File: config.mk
export PLATFORM = sky130hd
export DESIGN_NAME = rxcfg_bank
export DESIGN_NICKNAME = d
export VERILOG_FILES = /design/src/rtl/rxcfg_pkg.sv /design/src/rtl/rxcfg_bank.sv
export SDC_FILE = /design/constraint.sdc
export NUM_CORES = 1
export LEC_CHECK = 0
export BUFFER_PORTS_ARGS = -buffer_cell sky130_fd_sc_hd__buf_2
export CAP_MARGIN = 0
export CORE_AREA = 2 2 112 114
export CTS_BUF_LIST = sky130_fd_sc_hd__clkbuf_4 sky130_fd_sc_hd__clkbuf_8
export DETAILED_ROUTE_END_ITERATION = 16
export DIE_AREA = 0 0 114 116
export PLACE_DENSITY = 0.66
export SYNTH_ARGS = -nofsm -noshare
export SYNTH_HDL_FRONTEND = slang
export SYNTH_SLANG_ARGS = --single-unit
File: constraint.sdc
create_clock -name clk -period 2 [get_ports clk]
set_clock_uncertainty 0.05 [all_clocks]
set_input_delay 0.4 -clock clk [delete_from_list [all_inputs] [get_ports clk]]
set_output_delay 0.4 -clock clk [all_outputs]
set_load 0.05 [all_outputs]
File: src/rtl/rxcfg_pkg.sv
// package of register map, field layouts and timing for the receiver config bank
package rxcfg_pkg;
    localparam logic [7:0] ADDR_SST    = 8'h06;
    localparam logic [7:0] ADDR_RXC1   = 8'h0B;
    localparam logic [7:0] ADDR_RXC2   = 8'h0C;
    localparam logic [7:0] ADDR_RXC3   = 8'h0D;
    localparam logic [7:0] ADDR_IRQST  = 8'h20;
    localparam logic [7:0] ADDR_IRQMSK = 8'h21;
    localparam logic [7:0] ADDR_CTRL   = 8'h22;
    localparam logic [7:0] ADDR_SQT    = 8'h23;
    localparam logic [7:0] RST_SST     = 8'h00;
    localparam logic [7:0] RST_RXC1    = 8'h00;
    localparam logic [7:0] RST_RXC2    = 8'h2C;
    localparam logic [7:0] RST_RXC3    = 8'hD8;
    localparam logic [7:0] RST_ZERO    = 8'h00;
    localparam int SST_W      = 5;
    localparam int B_CHSEL    = 7;
    localparam int B_DEMOD    = 7;
    localparam int B_AMDSEL   = 6;
    localparam int B_SQDYN    = 5;
    localparam int B_SQRATIO  = 4;
    localparam int B_AGCEN    = 3;
    localparam int B_AGCWIN   = 2;
    localparam int B_AGCALG   = 1;
    localparam int B_AGCRAT   = 0;
    localparam int B_LFSEL    = 1;
    localparam int B_LFSPLIT  = 0;
    localparam int B_EMDEN    = 0;
    localparam int B_TYPEB106 = 1;
    localparam int IRQ_SOFT   = 0;
    localparam int IRQ_RESTART = 1;
    localparam int IRQ_BADIQ  = 2;
    // squelch start delay after end of transmit
    localparam int SQ_DELAY_PS  = 18880000;
    localparam int CLK_PERIOD_PS = 20000;
    localparam int SQ_DELAY_CYC = (SQ_DELAY_PS + CLK_PERIOD_PS - 1) / CLK_PERIOD_PS;
    localparam int AGC_WIN_PULSES = 8;
    typedef struct packed {
        logic       channel_pm;
        logic       demod_iq;
        logic       squelch_on;
        logic       squelch_ratio_hi;
        logic       agc_on;
        logic       agc_window_full;
        logic       agc_reset_alg;
        logic       gain_control_ratio;
        logic [2:0] first_stage_gain_am;
        logic [2:0] first_stage_gain_pm;
        logic       low_freq_input_select;
        logic       low_freq_split_routing;
    } rxcfg_rx_s;
endpackage : rxcfg_pkg

File: src/rtl/rxcfg_bank.sv
// receiver configuration register bank with subcarrier timing and squelch control
// Function
// - start time is five bits, quarter etu steps
// - early subcarrier at B106 raises soft error
// - with EMD enabled, discard frame, raise restart
// - channel bit picks AM or PM
// - I/Q demod valid only with mixer
// - squelch from 18.88us after TX until timer
// - squelch ratio bit: 1 or 6/3
// - AGC enable and window bits
// - AGC ratio bit: 3 or 6
// - three bit first stage gain codes
// - LF input select and split routing
//
// Implementation choice: the address-and-strobe port.
`timescale 1ns/1ps
`default_nettype none
module rxcfg_bank
    import rxcfg_pkg::*;
#(
    parameter int QETU_CYC = 24  // clock cycles per quarter etu
) (
    input  wire logic       clk,          // 50 MHz clock
    input  wire logic       rst_b,        // async reset, active low
    input  wire logic [7:0] addr,         // register address
    input  wire logic [7:0] wdata,        // write data
    input  wire logic       wr,           // write strobe
    input  wire logic       rd,           // read strobe
    output logic      [7:0] rdata,        // read data, cycle after rd
    output logic            irq,          // level interrupt
    input  wire logic       tx_end,       // pulse: transmission ended
    input  wire logic       mrt_expired,  // pulse: mask receive timer ended
    input  wire logic [7:0] mrt_value,    // mask receive timer count
    input  wire logic       subc_det_pin, // subcarrier detected, async level
    input  wire logic       rx_end,       // pulse: reception over
    output logic            frame_discard, // pulse: frame dropped as EMD
    output logic            squelch_act,  // squelch active
    output logic            agc_active,   // agc running
    output rxcfg_rx_s       rx_cfg        // settings to the receive path
);
    if (QETU_CYC < 1 || QETU_CYC > 4095) begin : g_qetu_check
        $error("QETU_CYC out of range");  // 12-bit cycle counter limits the step length
    end

    typedef enum logic [1:0] {
        RXCFG_IDLE = 2'b00,
        RXCFG_WAIT = 2'b01,
        RXCFG_TIME = 2'b10,
        RXCFG_DONE = 2'b11
    } rxcfg_sc_e;

    // gain code decode: 0 full, 1-6 cut, 7 boost
    function automatic logic gain_is_boost(input logic [2:0] code);
        return code == 3'h7;
    endfunction

    logic [7:0] sst_ff, rxc1_ff, rxc2_ff, rxc3_ff, ctrl_ff, sqt_ff, msk_ff, st_ff;
    logic [7:0] nxt_sst, nxt_rxc1, nxt_rxc2, nxt_rxc3, nxt_ctrl, nxt_sqt, nxt_msk, nxt_st;
    logic [7:0] rdata_ff, nxt_rdata;
    logic       irq_ff, nxt_irq;
    logic [2:0] det_sync_ff;
    logic       det_ff, nxt_det;
    rxcfg_sc_e  sc_ff, nxt_sc;
    logic [6:0] qetu_ff, nxt_qetu;
    logic [11:0] cyc_ff, nxt_cyc;
    logic       disc_ff, nxt_disc;
    logic       soft_ev, restart_ev, badiq_ev;
    logic [9:0] sqd_ff, nxt_sqd;
    logic       sq_ff, nxt_sq;
    logic       sqw_ff, nxt_sqw;
    logic [3:0] pulses_ff, nxt_pulses;
    logic       agc_ff, nxt_agc;
    logic       in_rx_ff, nxt_in_rx;
    rxcfg_rx_s  cfg_ff, nxt_cfg;
    logic       det_rise;

    // pin synchroniser, accepted once stages two and three agree
    always_ff @(posedge clk or negedge rst_b) begin
        if (!rst_b) begin
            det_sync_ff <= 3'h0;
        end else begin
            det_sync_ff <= {det_sync_ff[1:0], subc_det_pin};
        end
    end

    always_comb begin
        nxt_det = det_ff;
        if (det_sync_ff[1] == det_sync_ff[2]) begin
            nxt_det = det_sync_ff[2];
        end
    end
    assign det_rise = nxt_det && !det_ff;

    // register writes and read mux; reserved bits of SST, CTRL and IRQMSK forced to zero, RXC1 stores all eight bits
    always_comb begin
        nxt_sst   = sst_ff;
        nxt_rxc1  = rxc1_ff;
        nxt_rxc2  = rxc2_ff;
        nxt_rxc3  = rxc3_ff;
        nxt_ctrl  = ctrl_ff;
        nxt_sqt   = sqt_ff;
        nxt_msk   = msk_ff;
        nxt_rdata = 8'h00;
        if (wr) begin
            unique case (addr)
                ADDR_SST:    nxt_sst = {3'h0, wdata[SST_W-1:0]};
                ADDR_RXC1:   nxt_rxc1 = wdata;
                ADDR_RXC2:   nxt_rxc2 = wdata;
                ADDR_RXC3:   nxt_rxc3 = wdata;
                ADDR_CTRL:   nxt_ctrl = {6'h00, wdata[1:0]};
                ADDR_SQT:    nxt_sqt = wdata;
                ADDR_IRQMSK: nxt_msk = {5'h00, wdata[2:0]};
                default:     nxt_ctrl = ctrl_ff;  // unmapped writes ignored
            endcase
        end
        if (rd) begin
            unique case (addr)
                ADDR_SST:    nxt_rdata = sst_ff;
                ADDR_RXC1:   nxt_rdata = rxc1_ff;
                ADDR_RXC2:   nxt_rdata = rxc2_ff;
                ADDR_RXC3:   nxt_rdata = rxc3_ff;
                ADDR_CTRL:   nxt_rdata = ctrl_ff;
                ADDR_SQT:    nxt_rdata = sqt_ff;
                ADDR_IRQMSK: nxt_rdata = msk_ff;
                ADDR_IRQST:  nxt_rdata = st_ff;
                default:     nxt_rdata = 8'h00;  // unmapped reads as zero
            endcase
        end
    end

    // subcarrier start timing after the mask receive timer ends
    always_comb begin
        nxt_sc     = sc_ff;
        nxt_cyc    = cyc_ff;
        nxt_qetu   = qetu_ff;
        soft_ev    = 1'b0;
        restart_ev = 1'b0;
        nxt_disc   = 1'b0;
        unique case (sc_ff)
            RXCFG_IDLE: begin
                if (mrt_expired && ctrl_ff[B_TYPEB106]) begin
                    nxt_sc   = RXCFG_TIME;
                    nxt_cyc  = 12'h000;
                    nxt_qetu = 7'h00;
                end
            end
            RXCFG_TIME: begin
                if (det_rise) begin
                    nxt_sc = RXCFG_DONE;
                    // too early: elapsed quarter etu below the programmed time
                    if (qetu_ff < {2'h0, sst_ff[SST_W-1:0]}) begin
                        if (ctrl_ff[B_EMDEN]) begin
                            restart_ev = 1'b1;
                            nxt_disc   = 1'b1;
                        end else begin
                            soft_ev = 1'b1;
                        end
                    end
                end else if (cyc_ff == 12'(QETU_CYC - 1)) begin
                    nxt_cyc = 12'h000;
                    // saturate; anything past the field range is late enough
                    if (qetu_ff != 7'h7F) begin
                        nxt_qetu = qetu_ff + 7'h01;
                    end
                end else begin
                    nxt_cyc = cyc_ff + 12'h001;
                end
            end
            RXCFG_DONE: begin
                if (rx_end) begin
                    nxt_sc = RXCFG_IDLE;
                end
            end
            RXCFG_WAIT: nxt_sc = RXCFG_IDLE;
        endcase
        if (tx_end) begin
            nxt_sc = RXCFG_IDLE;
        end
    end

    // squelch: delayed start after TX end, stop when mrt reaches threshold
    always_comb begin
        nxt_sqd = sqd_ff;
        nxt_sq  = sq_ff;
        nxt_sqw = sqw_ff;
        if (tx_end && rxc2_ff[B_SQDYN]) begin
            nxt_sqw = 1'b1;
            nxt_sqd = 10'h000;
            nxt_sq  = 1'b0;
        end else if (sqw_ff) begin
            if (sqd_ff == 10'(SQ_DELAY_CYC - 1)) begin
                nxt_sqw = 1'b0;
                nxt_sq  = 1'b1;
            end else begin
                nxt_sqd = sqd_ff + 10'h001;
            end
        end else if (sq_ff && mrt_value >= sqt_ff) begin
            nxt_sq = 1'b0;
        end
        if (!rxc2_ff[B_SQDYN]) begin
            nxt_sq  = 1'b0;
            nxt_sqw = 1'b0;
        end
    end

    // agc: first eight subcarrier pulses or whole receive period
    always_comb begin
        nxt_pulses = pulses_ff;
        nxt_in_rx  = in_rx_ff;
        if (mrt_expired) begin
            nxt_in_rx  = 1'b1;
            nxt_pulses = 4'h0;
        end else if (rx_end || tx_end) begin
            nxt_in_rx = 1'b0;
        end else if (det_rise && pulses_ff != 4'(AGC_WIN_PULSES)) begin
            nxt_pulses = pulses_ff + 4'h1;
        end
        nxt_agc = rxc2_ff[B_AGCEN] && in_rx_ff
                  && (rxc2_ff[B_AGCWIN] || pulses_ff < 4'(AGC_WIN_PULSES));
    end

    // configuration view for the receive path
    always_comb begin
        nxt_cfg.channel_pm             = rxc1_ff[B_CHSEL];
        // i/q demod only honoured when the mixer is the am demodulator
        nxt_cfg.demod_iq               = rxc2_ff[B_DEMOD] & rxc2_ff[B_AMDSEL];
        nxt_cfg.squelch_on             = rxc2_ff[B_SQDYN];
        nxt_cfg.squelch_ratio_hi       = rxc2_ff[B_SQRATIO];
        nxt_cfg.agc_on                 = rxc2_ff[B_AGCEN];
        nxt_cfg.agc_window_full        = rxc2_ff[B_AGCWIN];
        nxt_cfg.agc_reset_alg          = rxc2_ff[B_AGCALG];
        nxt_cfg.gain_control_ratio     = rxc2_ff[B_AGCRAT];
        nxt_cfg.first_stage_gain_am    = rxc3_ff[7:5];
        nxt_cfg.first_stage_gain_pm    = rxc3_ff[4:2];
        nxt_cfg.low_freq_input_select  = rxc3_ff[B_LFSEL];
        nxt_cfg.low_freq_split_routing = rxc3_ff[B_LFSPLIT];
        badiq_ev = wr && addr == ADDR_RXC2 && wdata[B_DEMOD] && !wdata[B_AMDSEL];
    end

    // sticky status: set wins over read clear
    always_comb begin
        nxt_st = st_ff;
        if (rd && addr == ADDR_IRQST) begin
            nxt_st = 8'h00;
        end
        nxt_st[IRQ_SOFT]    = nxt_st[IRQ_SOFT] | soft_ev;
        nxt_st[IRQ_RESTART] = nxt_st[IRQ_RESTART] | restart_ev;
        nxt_st[IRQ_BADIQ]   = nxt_st[IRQ_BADIQ] | badiq_ev;
        nxt_irq = |(nxt_st & msk_ff);
    end

    always_ff @(posedge clk or negedge rst_b) begin
        if (!rst_b) begin
            sst_ff    <= RST_SST;
            rxc1_ff   <= RST_RXC1;
            rxc2_ff   <= RST_RXC2;
            rxc3_ff   <= RST_RXC3;
            ctrl_ff   <= RST_ZERO;
            sqt_ff    <= RST_ZERO;
            msk_ff    <= RST_ZERO;
            st_ff     <= RST_ZERO;
            rdata_ff  <= RST_ZERO;
            irq_ff    <= 1'b0;
            det_ff    <= 1'b0;
            sc_ff     <= RXCFG_IDLE;
            cyc_ff    <= 12'h000;
            qetu_ff   <= 7'h00;
            disc_ff   <= 1'b0;
            sqd_ff    <= 10'h000;
            sq_ff     <= 1'b0;
            sqw_ff    <= 1'b0;
            pulses_ff <= 4'h0;
            agc_ff    <= 1'b0;
            in_rx_ff  <= 1'b0;
            cfg_ff    <= '0;
        end else begin
            sst_ff    <= nxt_sst;
            rxc1_ff   <= nxt_rxc1;
            rxc2_ff   <= nxt_rxc2;
            rxc3_ff   <= nxt_rxc3;
            ctrl_ff   <= nxt_ctrl;
            sqt_ff    <= nxt_sqt;
            msk_ff    <= nxt_msk;
            st_ff     <= nxt_st;
            rdata_ff  <= nxt_rdata;
            irq_ff    <= nxt_irq;
            det_ff    <= nxt_det;
            sc_ff     <= nxt_sc;
            cyc_ff    <= nxt_cyc;
            qetu_ff   <= nxt_qetu;
            disc_ff   <= nxt_disc;
            sqd_ff    <= nxt_sqd;
            sq_ff     <= nxt_sq;
            sqw_ff    <= nxt_sqw;
            pulses_ff <= nxt_pulses;
            agc_ff    <= nxt_agc;
            in_rx_ff  <= nxt_in_rx;
            cfg_ff    <= nxt_cfg;
        end
    end

    assign rdata         = rdata_ff;
    assign irq           = irq_ff;
    assign frame_discard = disc_ff;
    assign squelch_act   = sq_ff;
    assign agc_active    = agc_ff;
    assign rx_cfg        = cfg_ff;

    a_sst_reserved_zero: assert property (@(posedge clk) disable iff (!rst_b)
        sst_ff[7:5] == 3'h0) else $error("reserved start timer bits set");
    a_soft_err_flag: assert property (@(posedge clk) disable iff (!rst_b)
        soft_ev |=> st_ff[IRQ_SOFT]) else $error("soft error not flagged");
    a_emd_discard: assert property (@(posedge clk) disable iff (!rst_b)
        restart_ev |=> disc_ff && st_ff[IRQ_RESTART] && !$past(soft_ev))
        else $error("emd discard missing");
    a_early_cause: assert property (@(posedge clk) disable iff (!rst_b)
        (soft_ev || restart_ev) |-> qetu_ff < {2'h0, sst_ff[4:0]} && sc_ff == RXCFG_TIME)
        else $error("early event without cause");
    a_squelch_delay: assert property (@(posedge clk) disable iff (!rst_b)
        $rose(sq_ff) |-> $past(sqw_ff) && $past(sqd_ff) == 10'(SQ_DELAY_CYC - 1))
        else $error("squelch started at wrong time");
    a_squelch_stop: assert property (@(posedge clk) disable iff (!rst_b)
        (sq_ff && !sqw_ff && !tx_end && mrt_value >= sqt_ff) |=> !sq_ff)
        else $error("squelch did not stop");
    a_iq_needs_mixer: assert property (@(posedge clk) disable iff (!rst_b)
        cfg_ff.demod_iq |-> $past(rxc2_ff[B_AMDSEL])) else $error("iq without mixer");
    a_agc_window: assert property (@(posedge clk) disable iff (!rst_b)
        agc_ff && !$past(rxc2_ff[B_AGCWIN]) |-> $past(pulses_ff) < 4'h8)
        else $error("agc past eight pulses");
    a_cfg_follow: assert property (@(posedge clk) disable iff (!rst_b)
        $past(rst_b) |-> cfg_ff.gain_control_ratio == $past(rxc2_ff[0])
        && cfg_ff.channel_pm == $past(rxc1_ff[7])
        && cfg_ff.first_stage_gain_am == $past(rxc3_ff[7:5])
        && cfg_ff.low_freq_split_routing == $past(rxc3_ff[0]))
        else $error("config view stale");
    a_boost_code: assert property (@(posedge clk) disable iff (!rst_b)
        gain_is_boost(cfg_ff.first_stage_gain_pm) |-> $past(rxc3_ff[4:2]) == 3'h7)
        else $error("gain code mismatch");
endmodule : rxcfg_bank
`default_nettype wire

==> impl_metrics.env <==
export IMPL_peakVddDrop_v=0.000408
export IMPL_rsz0062_at_grt="yes"
export IMPL_cts_tree="yes"
export IMPL_drive_gt1_frac=0.368
export IMPL_dp_cells=708
export IMPL_fp_dieArea_um2=13200
export IMPL_worstHoldPathType="in -> reg"
export IMPL_setup_violations_final=9
export IMPL_netlist_area_leader_share=0.503
export IMPL_yosys_register_bits=114
export IMPL_drc=0
export IMPL_dp_slack_ps=-146
export IMPL_required_ps=2270
export IMPL_max_stage_delay_ps=470
export IMPL_grt_pass1_wl_um=20600
export IMPL_start_kind="register"
export IMPL_syn_num_nets=508
export IMPL_fin_nets=634
export IMPL_synth_top_area_cell="dfrtp_1"
export IMPL_critPathMaxFanout=6
export IMPL_p_total_w=0.00610
export IMPL_wire_per_inst_um=16.5
export IMPL_setup_slack_ps=-112
export IMPL_final_period_utilization=1.06
export IMPL_grt_pass1_vias=4135
export IMPL_root_buffer="clkbuf_8"
export IMPL_row_count=40
export IMPL_r2r_cells=6
export IMPL_synth_edf_count=0
export IMPL_synth_area_leaders="dfrtp_1, mux2_2, ha_1"
export IMPL_final_cells=745
export IMPL_drt_pre_antenna_iters=5
export IMPL_r2r_start="cyc_ff[1]$_DFFE_PN0P_"
export IMPL_r2r_end="qetu_ff[4]$_DFFE_PN0P_"
export IMPL_grt_max_degree=35
export IMPL_drt_initial_drc_count=285
export IMPL_cp_end_kind="register"
export IMPL_area_growth_pct=27.9
export IMPL_final_cell_mix="dfrtp_1, buf_2, buf_4, mux2_2"
export IMPL_hpwl_um=9070
export IMPL_async_flop_share=1.00
export IMPL_critPathKind="reg -> reg"
export IMPL_pin_count=60
export IMPL_status="complete, but fails checks"
export IMPL_worst_slew_pin_slew_ps=841
export IMPL_synth_cell_types=60
export IMPL_period_needed_ps=2110
export IMPL_arrival_ps=2380
export IMPL_slowest_stage="or4b_4"
export IMPL_grt_usage=0.202
export IMPL_clk_path_buf_depth=2
export IMPL_antenna_cells=0
export IMPL_maxCapViolations=0
export IMPL_netlist_instances=459
export IMPL_min_to="sc_ff[1]$_DFFE_PN0P_"
export IMPL_fill_cells=995
export IMPL_die_h_um=116
export IMPL_max_freq_mhz=473
export IMPL_syn_cell_area_um2=5320
export IMPL_seq_area_frac_synth=0.538
export IMPL_clkSlewWorstSetupHoldPaths_ps=70
export IMPL_core_um2=11900
export IMPL_clock_sinks=114
export IMPL_vias_per_cell=5.34
export IMPL_path_cells="ha_2 -> or4b_4 -> o31a_4 -> nor4_4 -> nand3_2 -> mux2_4"
export IMPL_place_area_um2=6220
export IMPL_numCtsBuffers=17
export IMPL_synthFlopType="dfrtp_1"
export IMPL_yosysWarnings=0
export IMPL_power_density_nw_per_um2=896
export IMPL_globalplace_congestion=0.861
export IMPL_fin_area_um2=6810
export IMPL_leakage_nw=3.31
export IMPL_ant_nets=0
export IMPL_violations="negative setup slack"
export IMPL_h_tree_depth=4
export IMPL_vias=3981
export IMPL_wirelength_um=12300
export IMPL_rrSetupSlack_ps=-110
export IMPL_syn_area_per_cell_um2=11.6
export IMPL_finalMaxSlewViolations=0
export IMPL_port_buffers=59
export IMPL_initial_core_util=0.447
export IMPL_grt_antenna_before_repair=0
export IMPL_slew_headroom=0.433
export IMPL_clk_insertion_delay_late_ps=430
export IMPL_grt_remaining_overflow=0
export IMPL_hold_path_startpoint="tx_end"
export IMPL_holdPathStages=2
export IMPL_final_hold_viol_count=0
export IMPL_die_w_um=114
export IMPL_final_common_cell="dfrtp_1"
[how the worst max path moves through the flow]
stage                                from                endpoint  slack (ps)
floorplan           cyc_ff[0]$_DFFE_PN0P_  qetu_ff[4]$_DFFE_PN0P_         -70
global placement                  addr[7]  rxc3_ff[5]$_DFFE_PN0P_        -120
detailed placement                addr[7]  rxc3_ff[6]$_DFFE_PN1P_        -150
CTS                 cyc_ff[1]$_DFFE_PN0P_  qetu_ff[4]$_DFFE_PN0P_        -120
global route        cyc_ff[0]$_DFFE_PN0P_  qetu_ff[4]$_DFFE_PN0P_        -160
finish              cyc_ff[1]$_DFFE_PN0P_  qetu_ff[4]$_DFFE_PN0P_        -110
[Yosys cell counts (3+ instances only)]
master	n
a21o_1	8
a21oi_1	13
a222oi_1	7
and2_1	6
and3_1	11
clkbuf_1	5
dfrtp_1	107
dfstp_2	7
ha_1	17
inv_1	21
mux2_2	44
mux2i_1	7
nand2_1	37
nand2b_1	8
nand3_1	10
nand3b_1	3
nand4_1	9
nor2_1	36
nor2b_1	3
nor3_1	9
nor4_1	3
nor4_4	3
o21ai_0	22
o31ai_1	4
or3_1	4
xnor2_1	5
xor2_1	12
[per-layer routing]
layer | wire length, µm | share of wire | track usage | up-vias
li1 | - | - | - | 1911
met1 | 5390 | 0.44 | 0.256 | 1937
met2 | 6090 | 0.49 | 0.336 | 115
met3 | 592 | 0.048 | 0.0481 | 18
met4 | 236 | 0.019 | 0.0821 | 0
met5 | 0 | 0 | 0 | -
[flip-flops by register name (all words and copies together), names as in the netlist, 3 cells and up]
name,count
rx_cfg,16
cyc_ff,12
sqd_ff,10
rdata,8
rxc1_ff,8
rxc2_ff,8
rxc3_ff,8
sqt_ff,8
qetu_ff,7
sst_ff,5
pulses_ff,4
det_sync_ff,3
msk_ff,3
st_ff,3
[cell families after synthesis]
logic type               Yosys count  share of synthesized area
AND/OR/NAND/NOR                  157                      0.164
flip-flops                       114                      0.538
AO/OA/AOI/OAI                     69                     0.0887
multiplexers                      54                      0.118
buffers and inverters             30                     0.0219
adder cells (fa/ha/maj)           18                     0.0419
XOR/XNOR                          17                     0.0280
[layout make-up]
type	instances	area (µm²)	area share
multi-input combinational	315	2410	0.355
inverter	21	78.8	0.0116
tap	147	184	0.0270
clock inverter	10	228	0.0335
clock buffer	22	284	0.0417
sequential	114	2860	0.420
timing repair buffer	116	756	0.111
[repair_timing]
item / 4_1_cts / 5_1_grt
buffers inserted: 2 / 1
setup endpoints to repair: 16 / 16
resized for setup: 3 / 4
hold buffers: 2 / 0
hold endpoints to repair: 24 / 0
pin swaps: 1 / 1
[critical path: cells and delay by family, from the launching register on]
| family | cells | cell delay (ps) |
|---|---|---|
| adder cells (fa/ha/maj) | 1 | 180 |
| AO/OA/AOI/OAI | 1 | 340 |
| flip-flops | 1 | 360 |
| multiplexers | 1 | 300 |
| AND/OR/NAND/NOR | 3 | 770 |
[per-stage QoR]
step | TNS [ps] | hold slack [ps] | util
final | -187 | 163 | 0.571
after global routing | -1010 | 162 | 0.571
after detailed placement | -3700 | 307 | 0.522
after floorplan | -314 | 54.4 | -
after global placement | -1820 | 287 | 0.522
after CTS | -342 | 143 | 0.569
[power breakdown]
| part | internal (W) | total, W | switching, W |
|---|---|---|---|
| Clock | 0.00184 | 0.00277 | 0.000930 |
| Combinational | 0.000288 | 0.000667 | 0.000379 |
| Sequential | 0.00249 | 0.00266 | 0.000166 |
Note: power is estimated with default switching activity, not from simulation.
